File: src/flcsm_pkg.sv
// Function
// - while controller active, both cycles of lock/config or one-time setup are ignored
// - setup codes in program/erase busy go to illegal shadow; completion makes illegal-ready
// - setup codes in blank-check busy go illegal; others stay; completion returns to ready
// - setup codes in suspend go to illegal-suspend shadow, except lock setup in erase suspend; other inputs but buffer program keep suspend
// - first load with count zero goes to confirm, else to data loading
// - data loading counts down each write; confirm at zero, else keep loading
// - buffer sequence fails at confirm if any block differs from first block
// - factory programming only with status bit zero clear; busy while first block addressed
// - in factory busy every value except exit is data, not a command
// - all-ones data to a foreign block exits factory programming
// - codes outside the command set are illegal; in ready, busy and suspend they keep the state and output mode
// - undefined state and input combinations keep the current state
// - output modes are per bank, shown when read bank matches command bank
// - bank keeps last output mode until new command; transitions ignore output mode
// - setup, load, confirm, factory busy: any input selects status; completion leaves output
// - lock setup in erase suspend: config confirm selects array, others select status
// - ready/busy/suspend: lock, one-time and blank setups and blank confirm select status; other confirms, exit, illegal unchanged; config confirm array
// - every bank starts in read-array output mode after power-up
package flcsm_pkg;
    // ==========================================
    // registers (byte addresses)
    localparam logic [11:0] ADDR_CMD = 12'h000;
    localparam logic [11:0] ADDR_STATE = 12'h004;
    localparam logic [11:0] ADDR_MODE = 12'h008;
    localparam logic [11:0] ADDR_CTRL = 12'h00C;
    // cmd word: [15:0] data, [23:16] block, [26:24] bank
    localparam int CMD_DATA_LSB = 0;
    localparam int CMD_BLOCK_LSB = 16;
    localparam int CMD_BANK_LSB = 24;
    // ctrl word: [0] op done (write pulse), [1] status bit zero, [6:4] read bank sel
    localparam int CTRL_DONE_BIT = 0;
    localparam int CTRL_SR0_BIT = 1;
    localparam int CTRL_RBANK_LSB = 4;
    localparam logic [1:0] RESET_CTRL = 2'h0;
    // ==========================================
    // command codes
    localparam logic [7:0] CODE_LOCK_SETUP = 8'h60;
    localparam logic [7:0] CODE_OTP_SETUP = 8'hC0;
    localparam logic [7:0] CODE_LOCK_CONFIRM = 8'h01;
    localparam logic [7:0] CODE_LOCKDOWN_CONFIRM = 8'h2F;
    localparam logic [7:0] CODE_CFG_CONFIRM = 8'h03;
    localparam logic [7:0] CODE_BLANK_SETUP = 8'hBC;
    localparam logic [7:0] CODE_BLANK_CONFIRM = 8'hCB;
    localparam logic [7:0] CODE_READ_ARRAY = 8'hFF;
    localparam logic [7:0] CODE_PROG_SETUP = 8'h40;
    localparam logic [7:0] CODE_PROG_SETUP_ALT = 8'h10;
    localparam logic [7:0] CODE_BUF_PROG = 8'hE8;
    localparam logic [7:0] CODE_ERASE_SETUP = 8'h20;
    localparam logic [7:0] CODE_FACT_SETUP = 8'h80;
    localparam logic [7:0] CODE_CONFIRM = 8'hD0;
    localparam logic [7:0] CODE_SUSPEND = 8'hB0;
    localparam logic [7:0] CODE_READ_STATUS = 8'h70;
    localparam logic [7:0] CODE_CLR_STATUS = 8'h50;
    localparam logic [7:0] CODE_READ_SIG = 8'h90;
    localparam logic [7:0] CODE_READ_CFI = 8'h98;
    localparam logic [15:0] FACT_EXIT_DATA = 16'hFFFF;
    // ==========================================
    typedef enum logic [1:0] {
        OUT_ARRAY = 2'h0,
        OUT_STATUS = 2'h1,
        OUT_SIG = 2'h2,
        OUT_CFI = 2'h3
    } flcsm_out_type;

    // gray along buffer setup -> load1 -> load2 -> confirm -> busy path
    typedef enum logic [4:0] {
        ST_READY = 5'h00,
        ST_LOCK_SETUP = 5'h01,
        ST_OTP_SETUP = 5'h03,
        ST_OTP_BUSY = 5'h02,
        ST_PROG_BUSY = 5'h06,
        ST_ERASE_BUSY = 5'h07,
        ST_BLANK_BUSY = 5'h05,
        ST_ERASE_SUSP = 5'h04,
        ST_PROG_SUSP = 5'h0C,
        ST_BP_SETUP_ES = 5'h0D,
        ST_BP_LOAD1_ES = 5'h0F,
        ST_BP_LOAD2_ES = 5'h0E,
        ST_BP_CONFIRM_ES = 5'h0A,
        ST_BP_BUSY_ES = 5'h0B,
        ST_BP_SUSP_ES = 5'h09,
        ST_LOCK_SETUP_ES = 5'h08,
        ST_FACT_SETUP = 5'h18,
        ST_FACT_BUSY = 5'h19,
        ST_ILL_BUSY = 5'h1B,
        ST_ILL_READY = 5'h1A,
        ST_ILL_BLANK = 5'h1E,
        ST_ILL_SUSP = 5'h1F,
        ST_ILL_BP_BUSY_ES = 5'h1D,
        ST_ERROR_READY = 5'h1C,
        ST_PROG_SETUP = 5'h16,
        ST_ERASE_SETUP = 5'h17,
        ST_BLANK_SETUP = 5'h15
    } flcsm_state_type;

    typedef struct packed {
        logic [2:0] bank;
        logic [7:0] block;
        logic [15:0] data;
    } flcsm_cmd_type;
endpackage : flcsm_pkg

File: src/flcsm_core.sv
`timescale 1ns/1ps
// lock-table command interpreter with per-bank output modes, APB slave
module flcsm_core #(
    parameter int BANKS = 8,
    parameter int CNT_W = 8
) (
    input wire logic pclk,
    input wire logic presetn,
    input wire logic clk_en,
    input wire logic psel,
    input wire logic penable,
    input wire logic pwrite,
    input wire logic [11:0] paddr,
    input wire logic [31:0] pwdata,
    output logic [31:0] prdata,
    output logic pready,
    output logic pslverr,
    output flcsm_pkg::flcsm_state_type cur_state,
    output flcsm_pkg::flcsm_out_type read_mode,
    output logic seq_fail,
    output logic fact_active
);
    import flcsm_pkg::*;

    // ==========================================
    // bus side
    logic access;
    logic wr_cmd;
    logic wr_ctrl;
    logic done_evt;
    flcsm_cmd_type cmd;
    logic [7:0] code;
    logic is_setup;
    logic is_lockcfm;
    logic is_cfgcfm;
    logic is_status_sel;
    logic is_illegal;

    assign access = psel && penable && clk_en;
    assign wr_cmd = access && pwrite && (paddr == ADDR_CMD);
    assign wr_ctrl = access && pwrite && (paddr == ADDR_CTRL);
    assign done_evt = wr_ctrl && pwdata[CTRL_DONE_BIT];
    assign cmd = pwdata[26:0];
    assign code = cmd.data[7:0];

    flcsm_decode u_decode (
        .code(code),
        .is_setup(is_setup),
        .is_lockcfm(is_lockcfm),
        .is_cfgcfm(is_cfgcfm),
        .is_status_sel(is_status_sel),
        .is_illegal(is_illegal)
    );

    // ==========================================
    // state
    flcsm_state_type state;
    flcsm_state_type next_state;
    logic [CNT_W-1:0] count;
    logic [CNT_W-1:0] next_count;
    logic [7:0] first_block;
    logic [7:0] next_first_block;
    logic fail;
    logic next_fail;
    logic sr0;
    logic next_sr0;
    logic [2:0] rbank;
    logic [2:0] next_rbank;
    flcsm_out_type bank_mode [BANKS];
    flcsm_out_type next_bank_mode [BANKS];
    flcsm_out_type sel_mode;
    logic sel_valid;

    always_comb begin
        next_state = state;
        next_count = count;
        next_first_block = first_block;
        next_fail = fail;
        next_sr0 = sr0;
        next_rbank = rbank;
        if (wr_ctrl) begin
            next_sr0 = pwdata[CTRL_SR0_BIT];
            next_rbank = pwdata[CTRL_RBANK_LSB +: 3];
        end
        if (done_evt) begin
            case (state)
                ST_OTP_BUSY, ST_PROG_BUSY, ST_ERASE_BUSY: next_state = ST_READY;
                ST_BLANK_BUSY, ST_ILL_BLANK: next_state = ST_READY;
                ST_ILL_BUSY: next_state = ST_ILL_READY;
                ST_BP_BUSY_ES: next_state = ST_ERASE_SUSP;
                ST_ILL_BP_BUSY_ES: next_state = ST_ILL_SUSP;
                default: next_state = state;
            endcase
        end else if (wr_cmd) begin
            case (state)
                ST_READY, ST_ILL_READY, ST_ERROR_READY: begin
                    if (code == CODE_LOCK_SETUP) begin
                        next_state = ST_LOCK_SETUP;
                    end else if (code == CODE_OTP_SETUP) begin
                        next_state = ST_OTP_SETUP;
                    end else if (code == CODE_FACT_SETUP && !sr0) begin
                        next_state = ST_FACT_SETUP;
                    end else if (code == CODE_PROG_SETUP || code == CODE_PROG_SETUP_ALT) begin
                        next_state = ST_PROG_SETUP;
                    end else if (code == CODE_ERASE_SETUP) begin
                        next_state = ST_ERASE_SETUP;
                    end else if (code == CODE_BLANK_SETUP) begin
                        next_state = ST_BLANK_SETUP;
                    end
                end
                ST_LOCK_SETUP: next_state = (is_lockcfm || is_cfgcfm) ? ST_READY : ST_ERROR_READY;
                ST_OTP_SETUP: next_state = ST_OTP_BUSY;
                // only the entries needed to reach the busy and suspend states
                ST_PROG_SETUP: next_state = ST_PROG_BUSY;
                ST_ERASE_SETUP: next_state = (code == CODE_CONFIRM) ? ST_ERASE_BUSY : ST_ERROR_READY;
                ST_BLANK_SETUP: next_state = (code == CODE_BLANK_CONFIRM) ? ST_BLANK_BUSY : ST_ERROR_READY;
                ST_OTP_BUSY, ST_PROG_BUSY, ST_ERASE_BUSY: begin
                    if (is_setup) begin
                        next_state = ST_ILL_BUSY;
                    end else if (code == CODE_SUSPEND && state != ST_OTP_BUSY) begin
                        next_state = (state == ST_PROG_BUSY) ? ST_PROG_SUSP : ST_ERASE_SUSP;
                    end
                end
                ST_BLANK_BUSY: if (is_setup) next_state = ST_ILL_BLANK;
                ST_ERASE_SUSP: begin
                    if (code == CODE_LOCK_SETUP) begin
                        next_state = ST_LOCK_SETUP_ES;
                    end else if (is_setup) begin
                        next_state = ST_ILL_SUSP;
                    end else if (code == CODE_BUF_PROG) begin
                        next_state = ST_BP_SETUP_ES;
                    end
                end
                ST_PROG_SUSP, ST_BP_SUSP_ES: if (is_setup) next_state = ST_ILL_SUSP;
                ST_BP_SETUP_ES: begin
                    next_count = cmd.data[CNT_W-1:0];
                    next_first_block = cmd.block;
                    next_fail = 1'b0;
                    next_state = ST_BP_LOAD1_ES;
                end
                ST_BP_LOAD1_ES: begin
                    if (cmd.block != first_block) next_fail = 1'b1;
                    next_state = (count == '0) ? ST_BP_CONFIRM_ES : ST_BP_LOAD2_ES;
                end
                ST_BP_LOAD2_ES: begin
                    if (cmd.block != first_block) next_fail = 1'b1;
                    next_count = count - 1'b1;
                    if (count == CNT_W'(1)) next_state = ST_BP_CONFIRM_ES;
                end
                ST_BP_CONFIRM_ES: next_state = (code == CODE_CONFIRM && !fail) ? ST_BP_BUSY_ES : ST_ERASE_SUSP;
                ST_BP_BUSY_ES: if (is_setup) next_state = ST_ILL_BP_BUSY_ES;
                ST_LOCK_SETUP_ES: next_state = ST_ERASE_SUSP;
                ST_FACT_SETUP: begin
                    next_first_block = cmd.block;
                    next_state = (code == CODE_CONFIRM) ? ST_FACT_BUSY : ST_ERROR_READY;
                end
                ST_FACT_BUSY: begin
                    if (cmd.block != first_block && cmd.data == FACT_EXIT_DATA) next_state = ST_READY;
                end
                default: next_state = state;
            endcase
        end
    end

    // ==========================================
    // per-bank output mode
    for (genvar b = 0; b < BANKS; b++) begin : g_bank
        always_comb begin
            next_bank_mode[b] = bank_mode[b];
            if (wr_cmd && !done_evt && cmd.bank == 3'(b)) begin
                case (state)
                    ST_LOCK_SETUP_ES: next_bank_mode[b] = is_cfgcfm ? OUT_ARRAY : OUT_STATUS;
                    ST_PROG_SETUP, ST_ERASE_SETUP, ST_BLANK_SETUP,
                    ST_LOCK_SETUP, ST_OTP_SETUP, ST_BP_SETUP_ES, ST_BP_LOAD1_ES, ST_BP_LOAD2_ES,
                    ST_BP_CONFIRM_ES, ST_FACT_SETUP, ST_FACT_BUSY: next_bank_mode[b] = OUT_STATUS;
                    ST_ILL_BUSY, ST_ILL_READY, ST_ILL_BLANK, ST_ILL_SUSP, ST_ILL_BP_BUSY_ES:
                        next_bank_mode[b] = bank_mode[b];
                    default: begin
                        if (is_illegal) begin
                            next_bank_mode[b] = bank_mode[b];
                        end else if (is_status_sel || code == CODE_READ_STATUS) begin
                            next_bank_mode[b] = OUT_STATUS;
                        end else if (is_cfgcfm || code == CODE_READ_ARRAY) begin
                            next_bank_mode[b] = OUT_ARRAY;
                        end else if (code == CODE_READ_SIG) begin
                            next_bank_mode[b] = OUT_SIG;
                        end else if (code == CODE_READ_CFI) begin
                            next_bank_mode[b] = OUT_CFI;
                        end
                    end
                endcase
            end
        end

        always_ff @(posedge pclk or negedge presetn) begin
            if (!presetn) begin
                bank_mode[b] <= OUT_ARRAY;
            end else if (clk_en) begin
                bank_mode[b] <= next_bank_mode[b];
            end
        end
    end

    // read only sees a mode when the read bank matches the last command bank
    logic [2:0] last_bank;
    logic [2:0] next_last_bank;
    assign next_last_bank = wr_cmd ? cmd.bank : last_bank;
    assign sel_valid = (rbank == last_bank);
    assign sel_mode = sel_valid ? bank_mode[rbank] : OUT_ARRAY;

    always_ff @(posedge pclk or negedge presetn) begin
        if (!presetn) begin
            state <= ST_READY;
            count <= '0;
            first_block <= '0;
            fail <= 1'b0;
            sr0 <= RESET_CTRL[0];
            rbank <= '0;
            last_bank <= '0;
        end else if (clk_en) begin
            state <= next_state;
            count <= next_count;
            first_block <= next_first_block;
            fail <= next_fail;
            sr0 <= next_sr0;
            rbank <= next_rbank;
            last_bank <= next_last_bank;
        end
    end

    // ==========================================
    // outputs and read data
    logic [31:0] next_prdata;
    logic next_pslverr;

    always_comb begin
        next_prdata = prdata;
        next_pslverr = 1'b0;
        if (psel && !penable && !pwrite) begin
            if (paddr == ADDR_CMD) begin
                next_prdata = '0;
            end else if (paddr == ADDR_STATE) begin
                next_prdata = {26'h000_0000, fail, state};
            end else if (paddr == ADDR_MODE) begin
                next_prdata = {29'h0000_0000, sel_valid, sel_mode};
            end else if (paddr == ADDR_CTRL) begin
                next_prdata = {25'h000_0000, rbank, 2'h0, sr0, 1'b0};
            end else begin
                next_prdata = '0;
            end
        end
        if (psel && !penable) begin
            next_pslverr = !(paddr == ADDR_CMD || paddr == ADDR_STATE || paddr == ADDR_MODE || paddr == ADDR_CTRL);
        end else if (psel) begin
            next_pslverr = pslverr;
        end
    end

    always_ff @(posedge pclk or negedge presetn) begin
        if (!presetn) begin
            prdata <= '0;
            pready <= 1'b0;
            pslverr <= 1'b0;
            cur_state <= ST_READY;
            read_mode <= OUT_ARRAY;
            seq_fail <= 1'b0;
            fact_active <= 1'b0;
        end else if (clk_en) begin
            prdata <= next_prdata;
            pready <= psel && !penable;
            pslverr <= next_pslverr;
            cur_state <= next_state;
            read_mode <= sel_mode;
            seq_fail <= next_fail;
            fact_active <= (next_state == ST_FACT_BUSY);
        end
    end
endmodule : flcsm_core

File: src/flcsm_decode.sv
`timescale 1ns/1ps
// ==========================================
// command code classifier
module flcsm_decode (
    input wire logic [7:0] code,
    output logic is_setup,
    output logic is_lockcfm,
    output logic is_cfgcfm,
    output logic is_status_sel,
    output logic is_illegal
);
    import flcsm_pkg::*;
    always_comb begin
        is_setup = (code == CODE_LOCK_SETUP) || (code == CODE_OTP_SETUP);
        is_lockcfm = (code == CODE_LOCK_CONFIRM) || (code == CODE_LOCKDOWN_CONFIRM);
        is_cfgcfm = (code == CODE_CFG_CONFIRM);
        is_status_sel = is_setup || (code == CODE_BLANK_SETUP) || (code == CODE_BLANK_CONFIRM);
        is_illegal = 1'b1;
        case (code)
            CODE_LOCK_SETUP, CODE_OTP_SETUP, CODE_LOCK_CONFIRM, CODE_LOCKDOWN_CONFIRM,
            CODE_CFG_CONFIRM, CODE_BLANK_SETUP, CODE_BLANK_CONFIRM, CODE_READ_ARRAY,
            CODE_PROG_SETUP, CODE_PROG_SETUP_ALT, CODE_BUF_PROG, CODE_ERASE_SETUP,
            CODE_FACT_SETUP, CODE_CONFIRM, CODE_SUSPEND, CODE_READ_STATUS,
            CODE_CLR_STATUS, CODE_READ_SIG, CODE_READ_CFI: is_illegal = 1'b0;
            default: is_illegal = 1'b1;
        endcase
    end
endmodule : flcsm_decode

File: config.mk
export PLATFORM = sky130hd
export DESIGN_NAME = flcsm_core
export DESIGN_NICKNAME = d
export VERILOG_FILES = /design/src/flcsm_pkg.sv /design/src/flcsm_core.sv /design/src/flcsm_decode.sv
export SDC_FILE = /design/constraint.sdc
export NUM_CORES = 1
export LEC_CHECK = 0
export ABC_AREA = 1
export BUFFER_PORTS_ARGS = -buffer_cell sky130_fd_sc_hd__buf_4
export CORE_MARGIN = 2
export CORE_UTILIZATION = 25
export CTS_BUF_LIST = sky130_fd_sc_hd__clkbuf_8
export CTS_CLUSTER_DIAMETER = 150
export DETAILED_ROUTE_END_ITERATION = 10
export SLEW_MARGIN = 5
export SYNTH_ARGS = -nofsm -noshare
export SYNTH_HDL_FRONTEND = slang
export SYNTH_SLANG_ARGS = --single-unit
File: constraint.sdc
create_clock -name pclk -period 1.87 [get_ports pclk]
set_input_delay 0.374 -clock pclk [delete_from_list [all_inputs] [get_ports pclk]]
set_output_delay 0.374 -clock pclk [all_outputs]
set_load 0.02 [all_outputs]
== Yosys cells after proc, flatten, opt, wreduce, memory -nomap -nowiden ==
Index checks and enable logic that the tools add are counted.
Widths: inputs -> output; s select.
Word-level totals
  output and inout port bits: 43
  bits in registers: 82
  input bits: 50
Operators by class
  $lt $le $gt $ge: 1
  $add $sub $neg: 1
  bitwise gates (word level): 3
  reductions and logical operators: 70
  multiplexer cells: 49
  equality and inequality tests: 63
Operators with widths (number)
  $mux 5: 21
  $pmux 5 s18: 1
  $eq 8x8->1 const B: 10
  $eq 5x5->1 const B: 12
  $reduce_and 5->1: 9
  $eq 5x4->1 const B: 8
  $eq 8x7->1 const B: 4
  $mux 7: 4
  $eq 12x4->1 const B: 2
  $logic_and 1x1->1: 21
  $eq 5x3->1 const B: 4
  $pmux 5 s4: 1
  $reduce_or 19->1: 1
  $eq 16x16->1 const B: 1
  $eq 8x1->1 const B: 2
  $eq 8x6->1 const B: 2
  $mux 2: 8
  $pmux 8 s2: 1
  $eq 12x3->1 const B: 1
  $eq 3x3->1 const B: 4
  $logic_not 12->1: 1
  $logic_or 1x1->1: 11
  $reduce_or 11->1: 1
  $eq 5x2->1 const B: 2
  other kinds (31): 55

== Depth between registers and ports, before layout ==
Gate-level depths: netlist of run 1.
  depth in word-level cells: 11
  depth in mapped cells: 18
  mapped depth without buffers: 18

== By module ==
From an unflattened synthesis of run 1, not the netlist that was laid out.
Unflattened totals
  cell total of the unflattened synthesis: 761
  area total of the unflattened synthesis: 4951.0 um^2
By module, submodules not included
  flcsm_core: cells each 698, area an instance 4694.5 um^2, times used 1
  flcsm_decode: cells each 63, area an instance 256.5 um^2, times used 1

== Worst setup path before layout of run 1 ==
OpenSTA, ideal clock, no wires.
  path kind: reg-to-reg
  from: register cur_state[4] (netlist name)
  to: register bank_mode[0] in the netlist's numbering
  buffers on the path: 2
  period minus slack after synthesis: 2.068 ns
  data required time: 1.753 ns
  stages on the path, launching flop included: 14
  path slack: -0.198 ns
  arrival: 1.951 ns
  path through: dfrtp_1 buf_4 inv_2 buf_4 nand3_1 nand3_1 nor3_2 nand2_1 nor3_4 nand2_4 nand4_1 inv_1 nand2_1 nand2_1
RTL lines
  to (signal, indexed assignment): RTL line flcsm_core.sv:199  | bank_mode[b] <= next_bank_mode[b];
  to (decl): RTL line flcsm_core.sv:69  | flcsm_out_type bank_mode [BANKS];

==> results.toml, run 1 <==
[outcome]
outcome = "finished with violations"
violations = "negative setup slack"

[sta]
clock.fmax_mhz = 471
timing.final.crit_period_ns = 2.12
final-max-slew-violation-count = 0
final_critical_path_setup_slack_ns = -0.255
setup_viol = 32
fin_setup_tns_ns = -4.40
maximum_clock_skew_at_final_layout_ns = 0.0119
rsz_0062_raised_after_global_routing = "yes"
period_share_pct = 114
finalHoldViolCount = 0
whs_ns = 0.274

[critical_path]
worst_r2r_startpoint = "cur_state[2]"
slowest_stage = "sky130_fd_sc_hd__dfrtp_2"
timing.critical_path.max_delay_family = "simple AND/OR/NAND/NOR gates"
worst_reg2reg_path_endpoint = "bank_mode[1]"
worst-path-max-fanout = 7
maximum_single_stage_delay_on_the_critical_path_ns = 0.51
setup.reg_to_reg.worst_slack_ns = -0.25
register_to_register_path_depth = 12
crit_chain = "nor2_4 -> nand3_2 -> nand3_4 -> nor3_4 -> nand2_2 -> inv_2 -> nand4_1 -> buf_4 -> nand4_1 -> buf_4 -> nand2_1 -> nand2_1"
timing.setup.critical_path_class = "reg -> reg"
worstPathArrival_ns = 2.37
worstPathBufferInverterCount = 3
worst_ep_required_time_ns = 2.12
category_of_the_worst_setup_path_capture_point = "register"
worst_setup_path_start_kind = "register"

[cts]
clock_sinks = 57
cts_root_buffer = "sky130_fd_sc_hd__clkbuf_8"
numCtsBuffers = 9
clock_insertion_delay_worst_skew_ns = 0.35
clk_path_buf_depth = 2
tritoncts = "done"
cts_max_level = 3
clk_pin_slew_ns = 0.08

[power]
power_density_nw_per_um2 = 418
ir_worst_vdd_v = 0.000493
leakagePower_uw = 0.00374
design_power_total_uw = 3060

[yosys]
synth_adder_area_share_pct = 0.545
post_syn_area_per_cell_um2 = 6.29
synth_enable_flop_cells = 0
postSynthRegisterBits = 57
synth_top_flop_cell = "sky130_fd_sc_hd__dfrtp_1"
synth_compound_gate_area_share_pct = 12.1
post_synthesis_share_of_cell_area_spent_on_and_or_nand_and_nor_gates_pct = 40.5
netlist_area_before_placement_um2 = 4600
netlist.area_leader.share_pct = 31.0
synth.yosys.warnings = 0
synth.top_cells.by_area = "sky130_fd_sc_hd__dfrtp_1 31%, sky130_fd_sc_hd__nand2_1 20%, sky130_fd_sc_hd__nor2_1 8.8%"
yosys-mux-area-fraction_pct = 1.23
netlist-cell-type-count = 44
post_synth_inst_count = 731
synth-async-reset-ratio_pct = 100
yosys.area_share.xor_xnor_pct = 1.72
synth_top_family_by_area = "simple AND/OR/NAND/NOR gates"
synth_largest_area_cell = "sky130_fd_sc_hd__dfrtp_1"
seq_area_frac_synth_pct = 31.0

[floorplanning]
floorplan.die_area_um2 = 19500
std_cell_rows = 49
die_width_um = 140
io-pin-count = 93
dieHeight_um = 140
initial_core_utilization_pct = 25.5
design.core.area_um2 = 18000

[final_layout]
multiInputGateArea_um2 = 3150
count_of_placed_standard_cells_in_the_final_layout_fillers_left_out = 1188
layout.area.seq_um2 = 1430
most_frequent_cells_in_the_layout = "212 x sky130_fd_sc_hd__nand2_1, 190 x sky130_fd_sc_hd__buf_4, 86 x sky130_fd_sc_hd__nor2_1"
diodes = 0
layout_commonest_cell = "sky130_fd_sc_hd__nand2_1"
final_layout_size_suffix_gt1_share_pct = 38.3
finish.net_count = 1006
fillers = 1858
syn_to_final_growth_pct = 59.4

[detailed_routing]
post-route-drc-count = 0
route.detailed.wl_per_inst_um = 13.5
iteration_0_drc_count_of_the_detailed_router = 341
drt_first_pass_iters = 5
route.detailed.vias_per_inst = 4.59
via_count = 5451
drt-total-wl_mm = 16.0
route.antenna.remaining_nets = 0

[place]
port_buffers = 62
place.detailed.instances = 1141
dp_hpwl_mm = 12.1
preCtsSetupSlack_ns = -0.299
gp_congestion = 0.943

[global_route]
grt_start_max_net_pins = 37
antenna_violations_before_repair = 0
groute.usage.overall_pct = 15.7
grt_overflow = 0
global_route_wire_length_before_repair_mm = 24.8
via_count_of_the_first_global_routing_pass = 5003

[worst_hold_path]
hold_path_class = "in -> reg"
holdCritStartpoint = "pwdata[22]"
whs_endpoint = "first_block[6]"
worstHoldPathCells = 2

[flow_run]
max-cap-violations = 0
[how the worst max path moves through the flow]
| stage | startpoint | endpoint | cells after the start | slack [ns] |
|---|---|---|---|---|
| 3_3_place_gp | cur_state[2] | fact_active | 14 | -0.33 |
| 5_1_grt | cur_state[4] | bank_mode[1] | 13 | -0.41 |
| 3_5_place_dp | cur_state[3] | bank_mode[0] | 12 | -0.30 |
| 2_1_floorplan | cur_state[4] | bank_mode[0] | 13 | -0.14 |
| 4_1_cts | cur_state[4] | bank_mode[0] | 12 | -0.17 |
| 6_report | cur_state[2] | bank_mode[1] | 12 | -0.25 |
[stage by stage]
stage,util [%],instance area (um^2)
after CTS,37.7,6790
after global routing,40.6,7320
after detailed placement,34.7,6250
after floorplan,-,4750
after global placement,34.7,6250
final,40.6,7320
[worst register-to-register path, stage by stage (launching register included)]
cell,delay (ns)
sky130_fd_sc_hd__dfrtp_2,0.51
sky130_fd_sc_hd__nor2_4,0.30
sky130_fd_sc_hd__nand3_2,0.15
sky130_fd_sc_hd__nand3_4,0.14
sky130_fd_sc_hd__nor3_4,0.05
sky130_fd_sc_hd__nand2_2,0.11
sky130_fd_sc_hd__inv_2,0.03
sky130_fd_sc_hd__nand4_1,0.12
sky130_fd_sc_hd__buf_4,0.15
sky130_fd_sc_hd__nand4_1,0.16
sky130_fd_sc_hd__buf_4,0.19
sky130_fd_sc_hd__nand2_1,0.06
sky130_fd_sc_hd__nand2_1,0.05
[where the power goes]
group	internal, uW	total [uW]	switching [uW]
combinational	160	365	205
clock	898	1450	555
sequential	1240	1240	3.18
total	2290	3060	764
[state kept, by name, summed over array words and instances (netlist names), 2 cells and up]
| register | count |
|---|---|
| bank_mode | 16 |
| cur_state | 5 |
| prdata | 7 |
| read_mode | 2 |
| count | 8 |
| last_bank | 3 |
| first_block | 8 |
| rbank | 3 |
[layout make-up]
type / instances / area share (%)
Multi-Input combinational cell: 574 / 43.0
Clock buffer: 9 / 1.69
Timing Repair inverter: 1 / 0.0513
Tap cell: 229 / 3.91
Inverter: 89 / 4.84
Timing Repair Buffer: 222 / 25.2
Clock inverter: 7 / 1.71
Sequential cell: 57 / 19.6
[synth_stat cells, types with 2 or more instances]
cell type / number
sky130_fd_sc_hd__a21oi_1: 18
sky130_fd_sc_hd__mux2_2: 5
sky130_fd_sc_hd__buf_6: 2
sky130_fd_sc_hd__inv_1: 81
sky130_fd_sc_hd__o21ai_0: 45
sky130_fd_sc_hd__nand2_1: 239
sky130_fd_sc_hd__nand2_2: 4
sky130_fd_sc_hd__o31ai_1: 2
sky130_fd_sc_hd__a31oi_1: 2
sky130_fd_sc_hd__o221ai_1: 2
sky130_fd_sc_hd__xor2_1: 2
sky130_fd_sc_hd__nor2_2: 8
sky130_fd_sc_hd__o211ai_1: 7
sky130_fd_sc_hd__nor2_1: 108
sky130_fd_sc_hd__buf_4: 28
sky130_fd_sc_hd__nand3_1: 38
sky130_fd_sc_hd__a22oi_1: 3
sky130_fd_sc_hd__ha_1: 2
sky130_fd_sc_hd__inv_2: 7
sky130_fd_sc_hd__nand3_2: 4
sky130_fd_sc_hd__nor3_1: 12
sky130_fd_sc_hd__xnor2_1: 7
sky130_fd_sc_hd__dfrtp_1: 57
sky130_fd_sc_hd__nand4_1: 15
sky130_fd_sc_hd__clkbuf_1: 4
sky130_fd_sc_hd__o21ai_1: 2
sky130_fd_sc_hd__o22ai_1: 8
sky130_fd_sc_hd__nor4_1: 3
[timing repair]
item                                   in CTS  in global routing
gates cloned                                2                  1
endpoints found under the hold margin      16                  0
pin swaps                                  24                 39
gates resized for setup                    47                116
hold buffers                                1                  0
setup endpoints to repair                  35                 38
buffers inserted                           15                 17
[cell families after synthesis]
logic type / count (synthesis)
multiplexers: 5
flip-flops: 57
buffers and inverters: 124
AND/OR/NAND/NOR: 438
adder cells (fa/ha/maj): 2
AO/OA/AOI/OAI: 95
other: 1
XOR/XNOR: 9
[per-layer routing]
layer | up-vias | part of all wire, % | GRT usage [%]
met1 | 2522 | 45 | 21.4
li1 | 2747 | - | -
met5 | - | 0 | 0
met2 | 156 | 48 | 26.1
met3 | 26 | 4.9 | 2.65
met4 | 0 | 2.1 | 3.79
Power figures use the tool's default switching activity.
==> run 2: changes to the inputs <==
Settings changed: CORE_ASPECT_RATIO set to 0.7.
==> results.toml, run 2 (synthesis gave the netlist of run 1 again) <==
[cts]
cts_root_buffer = "sky130_fd_sc_hd__clkbuf_8"
tritoncts = "done"
clock_sinks = 57
cts_max_level = 3
clk_pin_slew_ns = 0.08
clk_path_buf_depth = 2
numCtsBuffers = 9
clock_insertion_delay_worst_skew_ns = 0.35

[power]
ir_worst_vdd_v = 0.000350
power_density_nw_per_um2 = 419
design_power_total_uw = 2920
comb_power_share_pct = 12.0
leakagePower_uw = 0.00362
switchingPower_uw = 759
clock_power_share_pct = 45.6
switching_fraction_pct = 26.0
intPower_uw = 2160
seqPwrFrac_pct = 42.4

[floorplanning]
initial_core_utilization_pct = 25.5
die_width_um = 166
dieHeight_um = 117
io-pin-count = 93
design.core.area_um2 = 18000
floorplan.die_area_um2 = 19500
std_cell_rows = 41

[critical_path]
slowest_stage = "sky130_fd_sc_hd__dfrtp_2"
worst-path-max-fanout = 5
timing.critical_path.max_delay_family = "simple AND/OR/NAND/NOR gates"
timing.setup.critical_path_class = "reg -> reg"
crit_chain = "buf_6 -> nor2_4 -> nand3_2 -> nand3_4 -> nor3_4 -> nand2_2 -> inv_2 -> nand4_1 -> buf_4 -> nand3_2 -> nor2_2 -> nand2_1 -> nand2_1 -> nand2_1"
maximum_single_stage_delay_on_the_critical_path_ns = 0.48
worst_setup_path_start_kind = "register"
category_of_the_worst_setup_path_capture_point = "register"
worst_ep_required_time_ns = 2.12
worstPathArrival_ns = 2.36
cp_common_cell = "sky130_fd_sc_hd__nand2_1"
worstPathBufferInverterCount = 3

[detailed_routing]
iteration_0_drc_count_of_the_detailed_router = 392
route.detailed.vias_per_inst = 4.54
route.antenna.remaining_nets = 0
via_count = 5367
drt_first_pass_iters = 5
route.detailed.wl_per_inst_um = 13.7
post-route-drc-count = 0
drt-total-wl_mm = 16.2

[final_layout]
reg.largest.list = "bank_mode x16, count x8, first_block x8"
finish.net_count = 994
number_of_flip_flops_under_the_largest_register_name = 16
syn_to_final_growth_pct = 51.6
most_frequent_cells_in_the_layout = "220 x sky130_fd_sc_hd__nand2_1, 187 x sky130_fd_sc_hd__buf_4, 95 x sky130_fd_sc_hd__nor2_1"
diodes = 0
layout_commonest_cell = "sky130_fd_sc_hd__nand2_1"
final_core_util_pct = 38.7
final_layout_size_suffix_gt1_share_pct = 34.8
most_flop_heavy_register = "bank_mode"

[sta]
period_share_pct = 113
maximum_clock_skew_at_final_layout_ns = 0.0156
final-max-slew-violation-count = 0
timing.final.crit_period_ns = 2.11
finalHoldViolCount = 0
rsz_0062_raised_after_global_routing = "yes"
final_critical_path_setup_slack_ns = -0.237
clock.fmax_mhz = 475
setup_viol = 35

[global_route]
antenna_violations_before_repair = 0
groute.usage.overall_pct = 16.8
global_route_wire_length_before_repair_mm = 26.2
via_count_of_the_first_global_routing_pass = 5090
grt_start_max_net_pins = 26
grt_overflow = 0

[outcome]
violations = "negative setup slack"
outcome = "finished with violations"

[place]
dp_hpwl_mm = 12.8
port_buffers = 62
gp_congestion = 0.915

[worst_hold_path]
hold_path_class = "in -> reg"

[flow_run]
max-cap-violations = 0
[run 2: cell types whose count changed in the layout (fill, tap and decap cells not counted), moves of 4 or more]
cell                      delta
sky130_fd_sc_hd__buf_12      -4
sky130_fd_sc_hd__inv_6       -4
sky130_fd_sc_hd__a21oi_2     -4
sky130_fd_sc_hd__nand3_4     -4
sky130_fd_sc_hd__nor2_4      -7
sky130_fd_sc_hd__nand2_2     -5
sky130_fd_sc_hd__nand2_1     +8
sky130_fd_sc_hd__o21ai_2     +4
sky130_fd_sc_hd__a21oi_1     +4
sky130_fd_sc_hd__nor2_1      +9
[run 2: per-layer routing]
metal,global-route usage [%],routed length (um)
met5,0,0
met3,3.88,1130
met4,4.18,222
met1,25.5,8340
met2,23.6,6480
[run 2: power groups by stage]
stage               sequential (uW)  combinational (uW)  clock, uW
floorplan                      1270                 172          0
global placement               1260                 341          0
detailed placement             1260                 343          0
CTS                            1240                 349       1370
global route                   1240                 387       1450
finish                         1240                 350       1330
[run 2: timing repair]
item                                   in CTS  in global routing
cloned                                      1                  0
pin swaps                                  27                 14
setup endpoints to repair                  35                 39
buffers inserted                           13                 11
endpoints found under the hold margin      21                  0
hold buffers                                1                  0
resized for setup                          54                 64
[run 2: area by class of cell]
class,instances,area [um^2]
repair buffers,211,1680
clock buffers,10,138
fillers,1907,11000
flip-flops and latches,57,1430
multi-input cells,574,2990
well taps,236,295
clock inverters,6,82.6
inverters,89,349
[run 2: worst register-to-register path: stages, from the launching register on]
cell and delay (ns):
sky130_fd_sc_hd__dfrtp_2 0.48, sky130_fd_sc_hd__buf_6 0.15, sky130_fd_sc_hd__nor2_4 0.15, sky130_fd_sc_hd__nand3_2 0.17
sky130_fd_sc_hd__nand3_4 0.14, sky130_fd_sc_hd__nor3_4 0.06, sky130_fd_sc_hd__nand2_2 0.10, sky130_fd_sc_hd__inv_2 0.03
sky130_fd_sc_hd__nand4_1 0.12, sky130_fd_sc_hd__buf_4 0.13, sky130_fd_sc_hd__nand3_2 0.12, sky130_fd_sc_hd__nor2_2 0.14
sky130_fd_sc_hd__nand2_1 0.10, sky130_fd_sc_hd__nand2_1 0.07, sky130_fd_sc_hd__nand2_1 0.04
[run 2: path summary, 6_finish.rpt]
check / slack [ns] / start / cells after the start / end
max: -0.24 / cur_state[1] / 14 / bank_mode[2]
min: 0.27 / pwdata[20] / 2 / first_block[4]
max reg2reg: -0.24 / cur_state[1] / 14 / bank_mode[2]
min reg2reg: 0.48 / bank_mode[3] / 2 / bank_mode[3]
max in group asynchronous: 0.90 / presetn / 3 / rbank[0]
min in group asynchronous: 0.48 / presetn / 2 / first_block[2]
[run 2: through the flow]
step	hold WS, ns	setup slack [ns]	instance area, um^2	instances	setup TNS [ns]
finish	0.272	-0.237	6970	1183	-4.97
global route	0.255	-0.379	6970	1183	-8.42
CTS	0.256	-0.194	6690	1172	-3.55
detailed placement	0.329	-0.314	6170	1142	-6.23
global placement	0.332	-0.306	6170	1142	-5.96
floorplan	0.0784	-0.140	4750	755	-2.19
==> run 3: changes to the inputs <==
Settings changed: SETUP_SLACK_MARGIN set to 0.1.
==> results.toml, run 3 (synthesis gave the netlist of run 1 again) <==
[outcome]
outcome = "finished with violations"
violations = "negative setup slack"

[sta]
timing.final.crit_period_ns = 2.13
final-max-slew-violation-count = 0
setup_viol = 30
fin_setup_tns_ns = -4.27
rsz_0062_raised_after_global_routing = "yes"
finalHoldViolCount = 0
maximum_clock_skew_at_final_layout_ns = 0.0189
clock.fmax_mhz = 469
period_share_pct = 114
final_critical_path_setup_slack_ns = -0.262

[floorplanning]
dieHeight_um = 117
std_cell_rows = 41
die_width_um = 166
design.core.area_um2 = 18000
io-pin-count = 93
floorplan.die_area_um2 = 19500
initial_core_utilization_pct = 25.5

[place]
port_buffers = 62
gp_congestion = 0.964
dp_hpwl_mm = 12.6
place.detailed.instances = 1143
preCtsSetupSlack_ns = -0.411

[power]
ir_worst_vdd_v = 0.000407
power_density_nw_per_um2 = 400
design_power_total_uw = 2880
leakagePower_uw = 0.00373

[final_layout]
syn_to_final_growth_pct = 56.7
number_of_flip_flops_under_the_largest_register_name = 16
count_of_placed_standard_cells_in_the_final_layout_fillers_left_out = 1199
multiInputGateArea_um2 = 3030
most_frequent_cells_in_the_layout = "215 x sky130_fd_sc_hd__nand2_1, 200 x sky130_fd_sc_hd__buf_4, 86 x sky130_fd_sc_hd__nor2_1"
final_layout_size_suffix_gt1_share_pct = 36.9
fillers = 1886
layout.area.seq_um2 = 1430
final_core_util_pct = 40.0
layout_commonest_cell = "sky130_fd_sc_hd__nand2_1"
reg.largest.list = "bank_mode x16, count x8, first_block x8"
most_flop_heavy_register = "bank_mode"
finish.net_count = 1010
diodes = 0

[cts]
tritoncts = "done"
clock_sinks = 57
numCtsBuffers = 9
clock_insertion_delay_worst_skew_ns = 0.36
cts_root_buffer = "sky130_fd_sc_hd__clkbuf_8"
cts_max_level = 3
clk_path_buf_depth = 2
clk_pin_slew_ns = 0.08

[critical_path]
critPathCapture = "fact_active"
worstPathArrival_ns = 2.43
worst_ep_required_time_ns = 2.17
worst_setup_path_startpoint = "cur_state[0]"
worst-path-max-fanout = 5
timing.setup.critical_path_class = "reg -> reg"
category_of_the_worst_setup_path_capture_point = "register"
worst_reg2reg_path_endpoint = "fact_active"
worst_setup_path_start_kind = "register"
setup.reg_to_reg.worst_slack_ns = -0.26
register_to_register_path_depth = 15
worst_r2r_startpoint = "cur_state[0]"

[detailed_routing]
post-route-drc-count = 0
route.detailed.vias_per_inst = 4.61
drt_first_pass_iters = 5
route.detailed.wl_per_inst_um = 13.7
via_count = 5524
route.antenna.remaining_nets = 0
iteration_0_drc_count_of_the_detailed_router = 351
drt-total-wl_mm = 16.4

[global_route]
groute.usage.overall_pct = 16.4
via_count_of_the_first_global_routing_pass = 5015
grt_start_max_net_pins = 32
grt_overflow = 0
global_route_wire_length_before_repair_mm = 25.6
antenna_violations_before_repair = 0

[worst_hold_path]
hold_path_class = "in -> reg"
worstHoldPathCells = 2

[flow_run]
max-cap-violations = 0
## run 3: cell count changes in the layout (fill, tap and decap cells not counted), moves of 3 or more
cell,change
sky130_fd_sc_hd__buf_4,+13
sky130_fd_sc_hd__nand2_2,+4
sky130_fd_sc_hd__nor2_1,-9
sky130_fd_sc_hd__nor2_2,+7
sky130_fd_sc_hd__nand3_2,-5
sky130_fd_sc_hd__buf_12,+3
sky130_fd_sc_hd__mux2_2,-4
sky130_fd_sc_hd__nand3_1,+3
sky130_fd_sc_hd__mux2_4,+4
sky130_fd_sc_hd__nand2_1,-5
sky130_fd_sc_hd__o21ai_1,+4
sky130_fd_sc_hd__buf_6,-3
## run 3: routing by layer
metal	global-route usage, %	share of wire, %	up-vias
li1	-	-	2762
met1	25.4	51	2545
met2	22.8	40	200
met3	3.48	7.6	17
met4	4.35	1.5	0
met5	0	0	-
## run 3: power by group
part	internal [uW]	switching [uW]	total, uW
sequential	1240	2.49	1240
combinational	147	204	351
clock	740	553	1290
total	2120	759	2880
## run 3: per-stage QoR
step / cell area [um^2] / hold slack (ns)
after global placement: 6220 / 0.315
final: 7200 / 0.273
after floorplan: 4760 / 0.0784
after global routing: 7200 / 0.258
after detailed placement: 6220 / 0.317
after CTS: 6760 / 0.259
## run 3: worst min path at each step
stage,startpoint,endpoint,slack [ns]
CTS,pwdata[19],first_block[3],0.26
detailed placement,presetn,bank_mode[1],0.32
global route,pwdata[19],first_block[3],0.26
floorplan,presetn,bank_mode[0],0.08
global placement,presetn,bank_mode[1],0.32
finish,pwdata[19],first_block[3],0.27
## run 3: area by class of cell
cell class,count,share of cell area (%)
Inverter,89,4.92
Timing Repair Buffer,227,26.0
Tap cell,236,4.10
Clock buffer,9,1.72
Multi-Input combinational cell,574,42.1
Sequential cell,57,19.9
Clock inverter,7,1.22
## run 3: critical path, cell delays in order (launching register included)
cell	delay, ns
sky130_fd_sc_hd__dfrtp_2	0.48
sky130_fd_sc_hd__buf_4	0.17
sky130_fd_sc_hd__nor2_4	0.15
sky130_fd_sc_hd__nand3_2	0.13
sky130_fd_sc_hd__nand2_2	0.14
sky130_fd_sc_hd__nor2_4	0.06
sky130_fd_sc_hd__buf_4	0.13
sky130_fd_sc_hd__nand2_1	0.15
sky130_fd_sc_hd__inv_1	0.08
sky130_fd_sc_hd__nand3_1	0.08
sky130_fd_sc_hd__nand4_1	0.11
sky130_fd_sc_hd__nand2_2	0.11
sky130_fd_sc_hd__nand2_2	0.05
sky130_fd_sc_hd__nor2_1	0.09
sky130_fd_sc_hd__nand3_1	0.07
sky130_fd_sc_hd__nand2_1	0.05
## run 3: repair_timing
item	in CTS	in global routing
hold buffers	1	0
hold endpoints to repair	26	0
resized for setup	48	91
setup buffers	21	17
gates cloned	0	2
pin swaps	17	44
setup endpoints to repair	38	39
